## src/bridge_pkg.sv

```systemverilog
/*
  Shared constants for the serial-command to two-wire-bus bridge:
  command byte codes, answer codes, bus operation codes and bit timing.
  Assumes a 125 MHz core clock.
*/
package bridge_pkg;
  localparam logic [7:0] IFACE_INDEX  = 8'h02;
  localparam logic [7:0] ROLE_CTRL    = 8'h00;
  localparam logic [7:0] CMD_W        = 8'h57;
  localparam logic [7:0] CMD_A        = 8'h41;
  localparam logic [7:0] CMD_R        = 8'h52;
  localparam logic [7:0] CMD_D        = 8'h44;
  localparam logic [7:0] ANS_FIRST    = 8'h4f;
  localparam logic [7:0] ANS_SECOND   = 8'h4b;
  localparam logic       DIR_WRITE    = 1'b0;
  localparam logic       DIR_READ     = 1'b1;
  // Quarter of a 100 kHz bus bit, rounded down to whole cycles
  localparam int         CLK_MHZ      = 125;
  localparam int         QUARTER_NS   = 2500;
  localparam int         QUARTER_CYC  = QUARTER_NS * CLK_MHZ / 1000;

  typedef enum logic [1:0] {
    OP_START,
    OP_WRITE,
    OP_READ,
    OP_STOP
  } bus_op_t;
endpackage

```

## src/bus_op_if.sv

```systemverilog
/*
  Carrier between the command interpreter and the byte engine.
  Assumes both ends run on the same core clock.
*/
`timescale 1ns/1ps
interface bus_op_if;
  logic                  valid;
  bridge_pkg::bus_op_t   op;
  logic [7:0]            wrByte;
  logic                  ackOut;
  logic                  done;
  logic [7:0]            rdByte;
  logic                  nack;
  modport ctrl (output valid, op, wrByte, ackOut, input done, rdByte, nack);
  modport engine (input valid, op, wrByte, ackOut, output done, rdByte, nack);
endinterface

```

## src/serial_i2c_bridge.sv

```systemverilog
/*
  Command interpreter: takes command bytes from the serial side, runs them
  as two-wire bus transfers as controller, and answers on the serial side.
  Assumes a byte stream with valid/ready handshakes on both serial directions.
*/
// Contract
// - Write request: 02 00 57 41 address register length data
// - After write completes, answer 4f then 4b
// - Read request: 02 00 52 44 address length
// - After read, return exactly length fetched bytes
// - Write payload reaches target before completion is reported
`timescale 1ns/1ps
module serial_i2c_bridge #(
  parameter int QUARTER_CYC = bridge_pkg::QUARTER_CYC
) (
  input  wire logic       core_clk,
  input  wire logic       rst,
  input  wire logic [7:0] rxData,
  input  wire logic       rxValid,
  output logic            rxReady,
  output logic [7:0]      txData,
  output logic            txValid,
  input  wire logic       txReady,
  input  wire logic       sclIn,
  output logic            sclOut,
  output logic            sclOe,
  input  wire logic       sdaIn,
  output logic            sdaOut,
  output logic            sdaOe
);
  typedef enum logic [4:0] {
    S_INDEX, S_ROLE, S_LET1, S_WLET2, S_RLET2, S_ADDR, S_REG, S_LEN,
    S_START, S_ADDRTX, S_REGTX, S_PAYRX, S_PAYTX, S_RDBYTE, S_RDOUT,
    S_STOP, S_ANS1, S_ANS2
  } cmd_state_t;

  cmd_state_t state_r;
  logic       isRead_r;
  logic [6:0] busPeerAddress_r;
  logic [7:0] peerRegisterOffset_r;
  logic [7:0] remain_r;
  logic [7:0] data_r;
  logic [7:0] txData_r;
  logic       waiting_r;
  logic       busState;
  logic       rxTake;
  logic       opDone;

  bus_op_if busOp ();

  i2c_byte_engine #(
    .QUARTER_CYC (QUARTER_CYC)
  ) engine (
    .core_clk (core_clk),
    .rst      (rst),
    .busOp    (busOp),
    .sclIn    (sclIn),
    .sclOut   (sclOut),
    .sclOe    (sclOe),
    .sdaIn    (sdaIn),
    .sdaOut   (sdaOut),
    .sdaOe    (sdaOe)
  );

  assign busState = (state_r == S_START) || (state_r == S_ADDRTX) || (state_r == S_REGTX)
                 || (state_r == S_PAYTX) || (state_r == S_RDBYTE) || (state_r == S_STOP);
  assign opDone   = busState && waiting_r && busOp.done;

  // Serial input is only taken while parsing or awaiting a payload byte, so the host is stalled during bus work
  always_comb begin
    case (state_r)
      S_INDEX, S_ROLE, S_LET1, S_WLET2, S_RLET2, S_ADDR, S_REG, S_LEN, S_PAYRX:
        rxReady = 1'b1;
      default:
        rxReady = 1'b0;
    endcase
  end
  assign rxTake  = rxReady && rxValid;
  assign txValid = (state_r == S_RDOUT) || (state_r == S_ANS1) || (state_r == S_ANS2);
  assign txData  = txData_r;

  always_comb begin
    busOp.valid  = busState && !waiting_r;
    busOp.wrByte = data_r;
    busOp.ackOut = 1'b0;
    case (state_r)
      S_START:  busOp.op = bridge_pkg::OP_START;
      S_STOP:   busOp.op = bridge_pkg::OP_STOP;
      S_RDBYTE: begin
        busOp.op     = bridge_pkg::OP_READ;
        busOp.ackOut = (remain_r != 8'h01);
      end
      default:  busOp.op = bridge_pkg::OP_WRITE;
    endcase
  end

  always_ff @(posedge core_clk or posedge rst) begin
    if (rst) begin
      waiting_r <= 1'b0;
    end else if (busOp.valid) begin
      waiting_r <= 1'b1;
    end else if (busOp.done) begin
      waiting_r <= 1'b0;
    end
  end

  always_ff @(posedge core_clk or posedge rst) begin
    if (rst) begin
      state_r              <= S_INDEX;
      isRead_r             <= 1'b0;
      busPeerAddress_r     <= 7'h00;
      peerRegisterOffset_r <= 8'h00;
      remain_r             <= 8'h00;
      data_r               <= 8'h00;
      txData_r             <= 8'h00;
    end else begin
      case (state_r)
        S_INDEX: if (rxTake && rxData == bridge_pkg::IFACE_INDEX) state_r <= S_ROLE;
        S_ROLE: if (rxTake) begin
          state_r <= (rxData == bridge_pkg::ROLE_CTRL) ? S_LET1 : S_INDEX;
        end
        S_LET1: if (rxTake) begin
          if (rxData == bridge_pkg::CMD_W) state_r <= S_WLET2;
          else if (rxData == bridge_pkg::CMD_R) state_r <= S_RLET2;
          else state_r <= S_INDEX;
        end
        S_WLET2: if (rxTake) begin
          isRead_r <= 1'b0;
          state_r  <= (rxData == bridge_pkg::CMD_A) ? S_ADDR : S_INDEX;
        end
        S_RLET2: if (rxTake) begin
          isRead_r <= 1'b1;
          state_r  <= (rxData == bridge_pkg::CMD_D) ? S_ADDR : S_INDEX;
        end
        S_ADDR: if (rxTake) begin
          busPeerAddress_r <= rxData[6:0];
          state_r          <= isRead_r ? S_LEN : S_REG;
        end
        S_REG: if (rxTake) begin
          peerRegisterOffset_r <= rxData;
          state_r              <= S_LEN;
        end
        S_LEN: if (rxTake) begin
          remain_r <= rxData;
          data_r   <= {busPeerAddress_r, isRead_r ? bridge_pkg::DIR_READ : bridge_pkg::DIR_WRITE};
          state_r  <= S_START;
        end
        S_START: if (opDone) state_r <= S_ADDRTX;
        S_ADDRTX: if (opDone) begin
          // A refused address still runs to the stop so the bus is left idle
          if (isRead_r) begin
            state_r <= (remain_r == 8'h00) ? S_STOP : S_RDBYTE;
          end else begin
            data_r  <= peerRegisterOffset_r;
            state_r <= S_REGTX;
          end
        end
        S_REGTX: if (opDone) state_r <= (remain_r == 8'h00) ? S_STOP : S_PAYRX;
        S_PAYRX: if (rxTake) begin
          data_r   <= rxData;
          remain_r <= remain_r - 8'h01;
          state_r  <= S_PAYTX;
        end
        S_PAYTX: if (opDone) state_r <= (remain_r == 8'h00) ? S_STOP : S_PAYRX;
        S_RDBYTE: if (opDone) begin
          txData_r <= busOp.rdByte;
          remain_r <= remain_r - 8'h01;
          state_r  <= S_RDOUT;
        end
        S_RDOUT: if (txReady) state_r <= (remain_r == 8'h00) ? S_STOP : S_RDBYTE;
        S_STOP: if (opDone) begin
          if (isRead_r) begin
            state_r <= S_INDEX;
          end else begin
            txData_r <= bridge_pkg::ANS_FIRST;
            state_r  <= S_ANS1;
          end
        end
        S_ANS1: if (txReady) begin
          txData_r <= bridge_pkg::ANS_SECOND;
          state_r  <= S_ANS2;
        end
        S_ANS2: if (txReady) state_r <= S_INDEX;
        default: state_r <= S_INDEX;
      endcase
    end
  end
endmodule

```

## src/i2c_byte_engine.sv

```systemverilog
/*
  Two-wire bus controller engine: start, one byte out, one byte in, stop.
  Assumes open-drain pads outside; an enable high pulls the line low.
*/
`timescale 1ns/1ps
module i2c_byte_engine #(
  parameter int QUARTER_CYC = bridge_pkg::QUARTER_CYC
) (
  input  wire logic  core_clk,
  input  wire logic  rst,
  bus_op_if.engine   busOp,
  input  wire logic  sclIn,
  output logic       sclOut,
  output logic       sclOe,
  input  wire logic  sdaIn,
  output logic       sdaOut,
  output logic       sdaOe
);
  typedef enum logic [1:0] {E_IDLE, E_START, E_BIT, E_STOP} eng_state_t;

  eng_state_t  state_r;
  logic [1:0]  phase_r;
  logic [3:0]  bit_r;
  logic [7:0]  shift_r;
  logic        isRead_r;
  logic        ackOut_r;
  logic        nack_r;
  logic        done_r;
  logic        sclOe_r;
  logic        sdaOe_r;
  logic [15:0] cnt_r;
  logic        tick;
  logic [2:0]  sclSync_r;
  logic [2:0]  sdaSync_r;
  logic        sclF_r;
  logic        sdaF_r;

  // Three-stage input capture; a level counts once stages two and three agree
  always_ff @(posedge core_clk or posedge rst) begin
    if (rst) begin
      sclSync_r <= 3'h7;
      sdaSync_r <= 3'h7;
      sclF_r    <= 1'b1;
      sdaF_r    <= 1'b1;
    end else begin
      sclSync_r <= {sclSync_r[1:0], sclIn};
      sdaSync_r <= {sdaSync_r[1:0], sdaIn};
      if (sclSync_r[1] == sclSync_r[2]) sclF_r <= sclSync_r[2];
      if (sdaSync_r[1] == sdaSync_r[2]) sdaF_r <= sdaSync_r[2];
    end
  end

  assign tick = (state_r != E_IDLE) && (cnt_r == 16'(QUARTER_CYC - 1));

  always_ff @(posedge core_clk or posedge rst) begin
    if (rst) begin
      cnt_r <= 16'h0000;
    end else if (state_r == E_IDLE || tick) begin
      cnt_r <= 16'h0000;
    end else begin
      cnt_r <= cnt_r + 16'h0001;
    end
  end

  always_ff @(posedge core_clk or posedge rst) begin
    if (rst) begin
      state_r  <= E_IDLE;
      phase_r  <= 2'h0;
      bit_r    <= 4'h0;
      shift_r  <= 8'h00;
      isRead_r <= 1'b0;
      ackOut_r <= 1'b0;
      nack_r   <= 1'b0;
      done_r   <= 1'b0;
      sclOe_r  <= 1'b0;
      sdaOe_r  <= 1'b0;
    end else begin
      done_r <= 1'b0;
      case (state_r)
        E_IDLE: begin
          if (busOp.valid) begin
            phase_r  <= 2'h0;
            bit_r    <= 4'h0;
            shift_r  <= busOp.wrByte;
            isRead_r <= (busOp.op == bridge_pkg::OP_READ);
            ackOut_r <= busOp.ackOut;
            case (busOp.op)
              bridge_pkg::OP_START: state_r <= E_START;
              bridge_pkg::OP_STOP:  state_r <= E_STOP;
              default:              state_r <= E_BIT;
            endcase
          end
        end
        E_START: if (tick) begin
          phase_r <= phase_r + 2'h1;
          case (phase_r)
            2'h0: begin
              sdaOe_r <= 1'b0;
              sclOe_r <= 1'b0;
            end
            2'h1: sdaOe_r <= 1'b1;
            2'h2: sclOe_r <= 1'b1;
            default: begin
              done_r  <= 1'b1;
              state_r <= E_IDLE;
            end
          endcase
        end
        E_BIT: if (tick) begin
          case (phase_r)
            2'h0: begin
              phase_r <= 2'h1;
              if (bit_r < 4'h8) sdaOe_r <= isRead_r ? 1'b0 : ~shift_r[7];
              else sdaOe_r <= isRead_r ? ackOut_r : 1'b0;
            end
            2'h1: begin
              phase_r <= 2'h2;
              sclOe_r <= 1'b0;
            end
            2'h2: begin
              // Hold here while the target stretches the clock
              if (sclF_r) begin
                phase_r <= 2'h3;
                if (bit_r < 4'h8) shift_r <= {shift_r[6:0], sdaF_r};
                else nack_r <= sdaF_r;
              end
            end
            default: begin
              phase_r <= 2'h0;
              sclOe_r <= 1'b1;
              bit_r   <= bit_r + 4'h1;
              if (bit_r == 4'h8) begin
                done_r  <= 1'b1;
                state_r <= E_IDLE;
              end
            end
          endcase
        end
        E_STOP: if (tick) begin
          case (phase_r)
            2'h0: begin
              phase_r <= 2'h1;
              sdaOe_r <= 1'b1;
            end
            2'h1: begin
              phase_r <= 2'h2;
              sclOe_r <= 1'b0;
            end
            2'h2: begin
              if (sclF_r) begin
                phase_r <= 2'h3;
                sdaOe_r <= 1'b0;
              end
            end
            default: begin
              done_r  <= 1'b1;
              state_r <= E_IDLE;
            end
          endcase
        end
        default: state_r <= E_IDLE;
      endcase
    end
  end

  assign sclOut       = 1'b0;
  assign sdaOut       = 1'b0;
  assign sclOe        = sclOe_r;
  assign sdaOe        = sdaOe_r;
  assign busOp.done   = done_r;
  assign busOp.rdByte = shift_r;
  assign busOp.nack   = nack_r;
endmodule

```

## config.mk

```make
export PLATFORM = sky130hd
export DESIGN_NAME = serial_i2c_bridge
export DESIGN_NICKNAME = d
export VERILOG_FILES = /design/src/bridge_pkg.sv /design/src/bus_op_if.sv /design/src/serial_i2c_bridge.sv /design/src/i2c_byte_engine.sv
export SDC_FILE = /design/constraint.sdc
export NUM_CORES = 1
export LEC_CHECK = 0
export BUFFER_PORTS_ARGS = -buffer_cell sky130_fd_sc_hd__buf_2
export CAP_MARGIN = 0
export CORE_MARGIN = 4
export CORE_UTILIZATION = 61
export CTS_CLUSTER_DIAMETER = 200
export DETAILED_ROUTE_END_ITERATION = 6
export GPL_ROUTABILITY_DRIVEN = 0
export GPL_TIMING_DRIVEN = 0
export PLACE_DENSITY = 0.8
export SLEW_MARGIN = 25
export SYNTH_ARGS = -nofsm -noshare
export SYNTH_HDL_FRONTEND = slang
export SYNTH_SLANG_ARGS = --single-unit
```

## constraint.sdc

```tcl
create_clock -name core_clk -period 3.8 [get_ports core_clk]
set_clock_uncertainty 0.05 [all_clocks]
set_input_delay 1.14 -clock core_clk [delete_from_list [all_inputs] [get_ports core_clk]]
set_output_delay 1.14 -clock core_clk [all_outputs]
set_load 0.01 [all_outputs]
```

* Word level (Yosys, flattened, before mapping) *
Memories as Yosys holds them, arrays and structs flattened.
Cells that the tools add are included.

storage, ports and cells
  flip-flop bits (word level) = 91
  memory bits (read-only) = 16
  memories kept = 1

operators by class
  add/sub/neg operators = 4
  magnitude comparators = 1
  equal/unequal tests = 72
  mux-type cells = 101
  bitwise operators = 1
  reduce and logical (&&, ||, !) cells = 47

memories
  memory           words  bits a word  rd ports  clocked after Yosys merged registers in  wr ports  line                     RTL
  (no name shown)  16     1            1         0                                        0         serial_i2c_bridge.sv:71  case (state_r)

operators with widths
  cell                   number
  $mux 8                 15
  $mux 5                 18
  $pmux 5 s17            1
  $pmux 8 s3             3
  $ne 2x2->1 const B     23
  $eq 5x4->1 const B     8
  $eq 8x7->1 const B     4
  $mux 2                 13
  $mux 1                 25
  $pmux 2 s3             4
  $eq 5x3->1 const B     4
  $ne 2x1->1 const B     10
  $mux 3                 6
  $reduce_and 17->1      1
  $add 16x1->16 const B  1
  $eq 16x9->1 const B    1
  $logic_not 8->1        2
  $mux 16                1
  $pmux 8 s2             1
  $reduce_and 5->1       3
  $mux 4                 3
  $pmux 1 s2             6
  $reduce_and 6->1       2
  $reduce_bool 3->1      4
  other kinds (34)       67

* Logic depth before layout (Yosys ltp) *
  depth after elaboration = 10
  mapped depth = 9
  mapped depth without buffers = 7

* By module *
From an unflattened synthesis, not the netlist that was laid out.

second synthesis, totals
  cells, all modules = 527
  area total of the unflattened synthesis = 5434.0 µm²

by module, submodules not included
  module             instances  cells each  area each (µm²)
  serial_i2c_bridge  1          298         2929.1
  i2c_byte_engine    1          229         2504.9

* Worst setup path before layout *
Ideal clock, no wire load.

  kind = input to register
  start point = input port rxData[3]
  end point = register state_r[0]
  library setup time = 0.125 ns
  data arrival time = 2.603 ns
  path slack = 1.022 ns
  stages = 5
  buffers on the path = 1
  path through = buf_2 > or4b_4 > nand4b_4 > a211o_4 > mux2_4

between the ends
  word-level cells in the longest chain between the ends = 4

RTL lines
  what                                              line                      RTL
  start, declared                                   serial_i2c_bridge.sv:18   input wire logic [7:0] rxData,
  $eq 8x7->1 (tied with other cells)                serial_i2c_bridge.sv:133  state_r <= (rxData == bridge_pkg::CMD_D) ? S_ADDR : S_INDEX;
  $mux 3 (tied with other cells)                    serial_i2c_bridge.sv:133
  $mux 5 (tied with other cells)                    serial_i2c_bridge.sv:131  S_RLET2: if (rxTake) begin
  $pmux 5 s17 or $reduce_and 17->1 (tied branches)  n/a
  end signal, assigned                              serial_i2c_bridge.sv:120  state_r <= (rxData == bridge_pkg::ROLE_CTRL) ? S_LET1 : S_INDEX;
  end signal, assigned                              serial_i2c_bridge.sv:133
  end signal, assigned                              serial_i2c_bridge.sv:137  state_r <= isRead_r ? S_LEN : S_REG;
  end, declared                                     serial_i2c_bridge.sv:37   cmd_state_t state_r;

Parallel ways exist; a longest one is shown, timed or not. The select of a mux whose other input is x is not followed.
A chain may end at the register's enable or synchronous reset.

* Final worst setup path *
  start point = register state_r[3]
  end point = output port rxReady

between the ends
  word-level cells in the longest chain between the ends = 2

RTL lines
  what                    line                      RTL
  start signal, assigned  serial_i2c_bridge.sv:120
  start signal, assigned  serial_i2c_bridge.sv:129  state_r <= (rxData == bridge_pkg::CMD_A) ? S_ADDR : S_INDEX;
  start signal, assigned  serial_i2c_bridge.sv:133
  $mem_v2 16x1            n/a
  $mux 1                  serial_i2c_bridge.sv:71
  end, declared           serial_i2c_bridge.sv:20   output logic rxReady,

Every way passes these cells.

==> results summary <==
The number of synthesis warnings came out at 0. The die is 98.4 um wide. The tool flagged a number of max-cap violations equal to 0. The number of gates resized after cts came out at 0.

The depth of the CTS H-tree is 3. The maximum fanout encountered on the critical timing path is 10. The number of global-route vias before repair is 4068. The area occupied by multi-input gates is 2450 um^2.

By area the synthesized netlist is led by dfrtp_1, nor2_1, dfstp_2. The minimum clock period after layout is 2.96 ns. The path class of the lowest-slack min-delay path is reg2reg.

The first global-routing pass estimated 19600 um of wire. The power per cell area came out at 663 nW/um^2. The final routed DRC violation total is 0.

Sequential cells account for 38.0% of the total power. After routing, the total negative slack on setup checks comes to 0 ns. The total global-route track usage came out at 24.7%. For the worst setup path, the data arrival time is 1.77 ns.

The I/O pin count came out at 28. In this run the mean area of a mapped cell was 9.64 um^2. Cells with a size suffix above 1 make up 15.6% of the layout. The peak supply drop came out at 0.327 mV. In this run the tightest slew margin relative to its limit is 56.6%. STA classifies the critical path startpoint as a flip-flop. For this run, the post-layout net count is 576.

In this run, synthesis produced a sequential element count of 91. The area enclosed by the die boundary is 9680 um^2. The DRC marker count from the first detailed-route iteration came out at 283. The clock transition at the registers of the reported paths is 0.09 ns.

The number of buffers created by CTS came out at 9. The remaining antenna violation count after routing came out at 0. The flow ran to the end, and the final reports show no timing, DRC or antenna violations. The wire-length estimate of the detail-placed layout is 8100 um. The internal power is 2.16 mW. The placeable core area is 7850 um^2.

The number of antenna violations at the first check in global routing was 0. The register area share after synthesis came out at 45.9%. The number of cells in the finished layout apart from fillers came out at 658. The filler cells instantiated in the layout total 608.

The tree is rooted in a clkbuf_8. For this design the total switching power over the nets is 1.47 mW. The signed area change from the synthesized netlist to the final layout is 9.79%. The switching power as a share of total power came out at 40.5%. The count of flip-flops with a built-in enable after synthesis is 0. The vertical die dimension is 98.4 um. Setup repair after global routing left no endpoint under its margin. The detailed-route wire length per cell came out at 17.3 um. The number of max-slew violations in the final report came to 0. The register area is 2290 um^2. The kind of critical path is reg2out.

The maximum number of pins on one net before global-route repair came out at 47. For this block, the via count after detailed routing is 4034. STA classifies the critical path endpoint as a primary output.

The leading register cell type out of synthesis is dfrtp_1. The cell area that synthesis handed to floorplanning was 4980 um^2. The share of the cycle needed by the critical path after routing came out at 77.9%.

Per report_power, the clock group accounts for 20.4% of the total. The maximum root-to-sink buffer count came out at 2. After detailed placement, the design holds a cell count of 642.

Wires add up to 11400 um. Global routing finished with a remaining overflow of 0. The total power consumption of the routed design came out at 3.63 mW.

The portion of total power attributed to combinational logic came out at 41.6%. The number of vias per cell is 6.13. Cells fill 69.7% of the core in the end. The required time at the worst-slack endpoint came out at 2.61 ns. The post-route cell area is 5470 um^2. The final count of hold timing violations came out at 0. For this run, the top clock speed supported by timing is 338 MHz. The share of Yosys cell area claimed by the top area cell type came out at 41.7%.

The total setup violations reported at the end of the flow came out at 0. The cell type with the highest aggregate area in the netlist is dfrtp_1. The number of core rows came out at 32.

TritonCTS built the clock tree. Clock latency on the worst-skew pair, taken at its later pin, is 0.37 ns. The first-pass iteration count of the detailed router is 6. The cell leakage power came out at 2.45 nW.

The quantity of hold-fixing buffers added after cts is 0. The effective utilization at floorplan came out at 63.5%. The count of different cell masters after synthesis came out at 72. The area after detailed placement is 5240 um^2. The antenna cell count is 0.

The buffers inserted during post-CTS setup optimization came out at 0. The actual transition at the worst max-transition pin is 0.651 ns. After synthesis, the share of flip-flops with an asynchronous set or reset is 100%. Synthesis produced a netlist whose cell count is 517. The count of buffers from port buffering came out at 21. The number of sinks on the clock net is 91.
-- metrics by stage --
| stage | setup WS, ns | hold slack [ns] |
|---|---|---|
| finish | 0.840 | 0.310 |
| global route | 0.702 | 0.313 |
| CTS | 0.856 | 0.311 |
| detailed placement | 0.874 | 0.299 |
| global placement | -0.667 | 0.295 |
| floorplan | 0.260 | 0.295 |
-- Yosys cell counts (all sizes together), types with 3 or more instances --
cell	number
nand4b	3
xnor2	9
nor2	66
and3	5
dfrtp	83
dfstp	8
o31ai	3
or3	4
or4	3
ha	11
a22oi	3
inv	30
o2bb2ai	5
nor4	5
o21ai	26
mux2	20
mux2i	15
o211ai	3
nand3	11
buf	13
nand2	31
nor2b	5
xor2	8
and2	3
nor3	12
nand2b	4
a211oi	11
nor4b	4
o2111ai	3
o22ai	3
clkbuf	16
a22o	8
nand4	11
a21oi	36
-- placed cells by master, fill, tap and decap left out, types with 3 or more instances in the layout --
master	n
dfrtp_1	83
nor2_1	65
a21oi_1	36
nand2_1	31
buf_2	31
inv_1	29
o21ai_0	18
clkbuf_1	17
mux2_2	17
mux2i_1	15
nor3_1	12
nand4_1	11
a211oi_1	11
nand3_1	11
ha_1	11
clkbuf_8	10
xnor2_1	9
xor2_1	8
a22o_1	8
dfstp_2	8
o21ai_1	6
nor2b_1	5
nor4_1	5
and3_1	5
o2bb2ai_1	5
nand2b_1	4
or3_1	4
nor4b_1	3
o2111ai_1	3
and2_1	3
o211ai_1	3
o31ai_1	3
a22oi_1	3
o22ai_1	3
or4_1	3
inv_6	3
-- kinds of logic (layout without fill, tap and decap cells) --
group | Yosys count | in the layout | share of synthesized area (%)
flip-flops | 91 | 91 | 45.9
AO/OA/AOI/OAI | 123 | 123 | 16.6
multiplexers | 35 | 35 | 7.68
adder cells (fa/ha/maj) | 13 | 13 | 3.16
other | 1 | 2 | 0.0753
buffers and inverters | 59 | 97 | 5.00
XOR/XNOR | 17 | 17 | 2.99
AND/OR/NAND/NOR | 178 | 178 | 18.6
-- state kept, by name, summed over array words and instances (netlist names), 2 cells and up --
signal	flops
busOp.wrByte	8
busPeerAddress_r	7
engine.bit_r	4
engine.busOp.rdByte	8
engine.cnt_r	16
engine.phase_r	2
engine.sclSync_r	3
engine.sdaSync_r	3
engine.state_r	2
peerRegisterOffset_r	8
remain_r	8
state_r	5
txData	8
-- worst paths after layout --
check | start | endpoint | slack, ns | depth (start not counted)
worst max-delay path | state_r[3] | rxReady | 0.84 | 4
worst min-delay path | engine.sclSync_r[0] | engine.sclSync_r[1] | 0.31 | 0
worst max register to register | state_r[4] | engine.busOp.rdByte[0] | 1.37 | 7
worst min register to register | engine.sclSync_r[0] | engine.sclSync_r[1] | 0.31 | 0
max in group asynchronous | rst | engine.sdaSync_r[0] | 2.32 | 3
min in group asynchronous | rst | engine.cnt_r[10] | 0.73 | 2
-- power by group through the flow --
stage	Sequential (mW)	Clock (mW)	Combinational [mW]
after floorplan	1.33	0	1.16
after global routing	1.41	0.798	1.68
final	1.38	0.741	1.51
after detailed placement	1.39	0	1.47
after global placement	1.37	0	1.41
after CTS	1.37	0.754	1.48
-- routing by layer --
layer  global-route usage (%)  up-vias  share of wire (%)
met1                     33.3     1924                 43
met3                     4.86       30                5.8
met5                        0        -                  0
li1                         -     1912                  -
met4                     7.14        0                1.9
met2                     40.8      168                 49
-- critical path: stages, from the launching register on --
cell	delay (ns)
dfrtp_1	0.43
clkbuf_1	0.39
o21ai_1	0.22
and2_1	0.23
buf_2	0.14
-- area by class of cell --
type | instances | share of cell area [%]
repair buffers | 22 | 2.29
clock buffers | 11 | 2.58
plain buffers | 29 | 2.49
flip-flops and latches | 91 | 41.8
multi-input cells | 368 | 44.8
inverters | 30 | 2.15
clock inverters | 5 | 1.56
well taps | 102 | 2.33
Note: power is estimated with default switching activity, not from simulation.
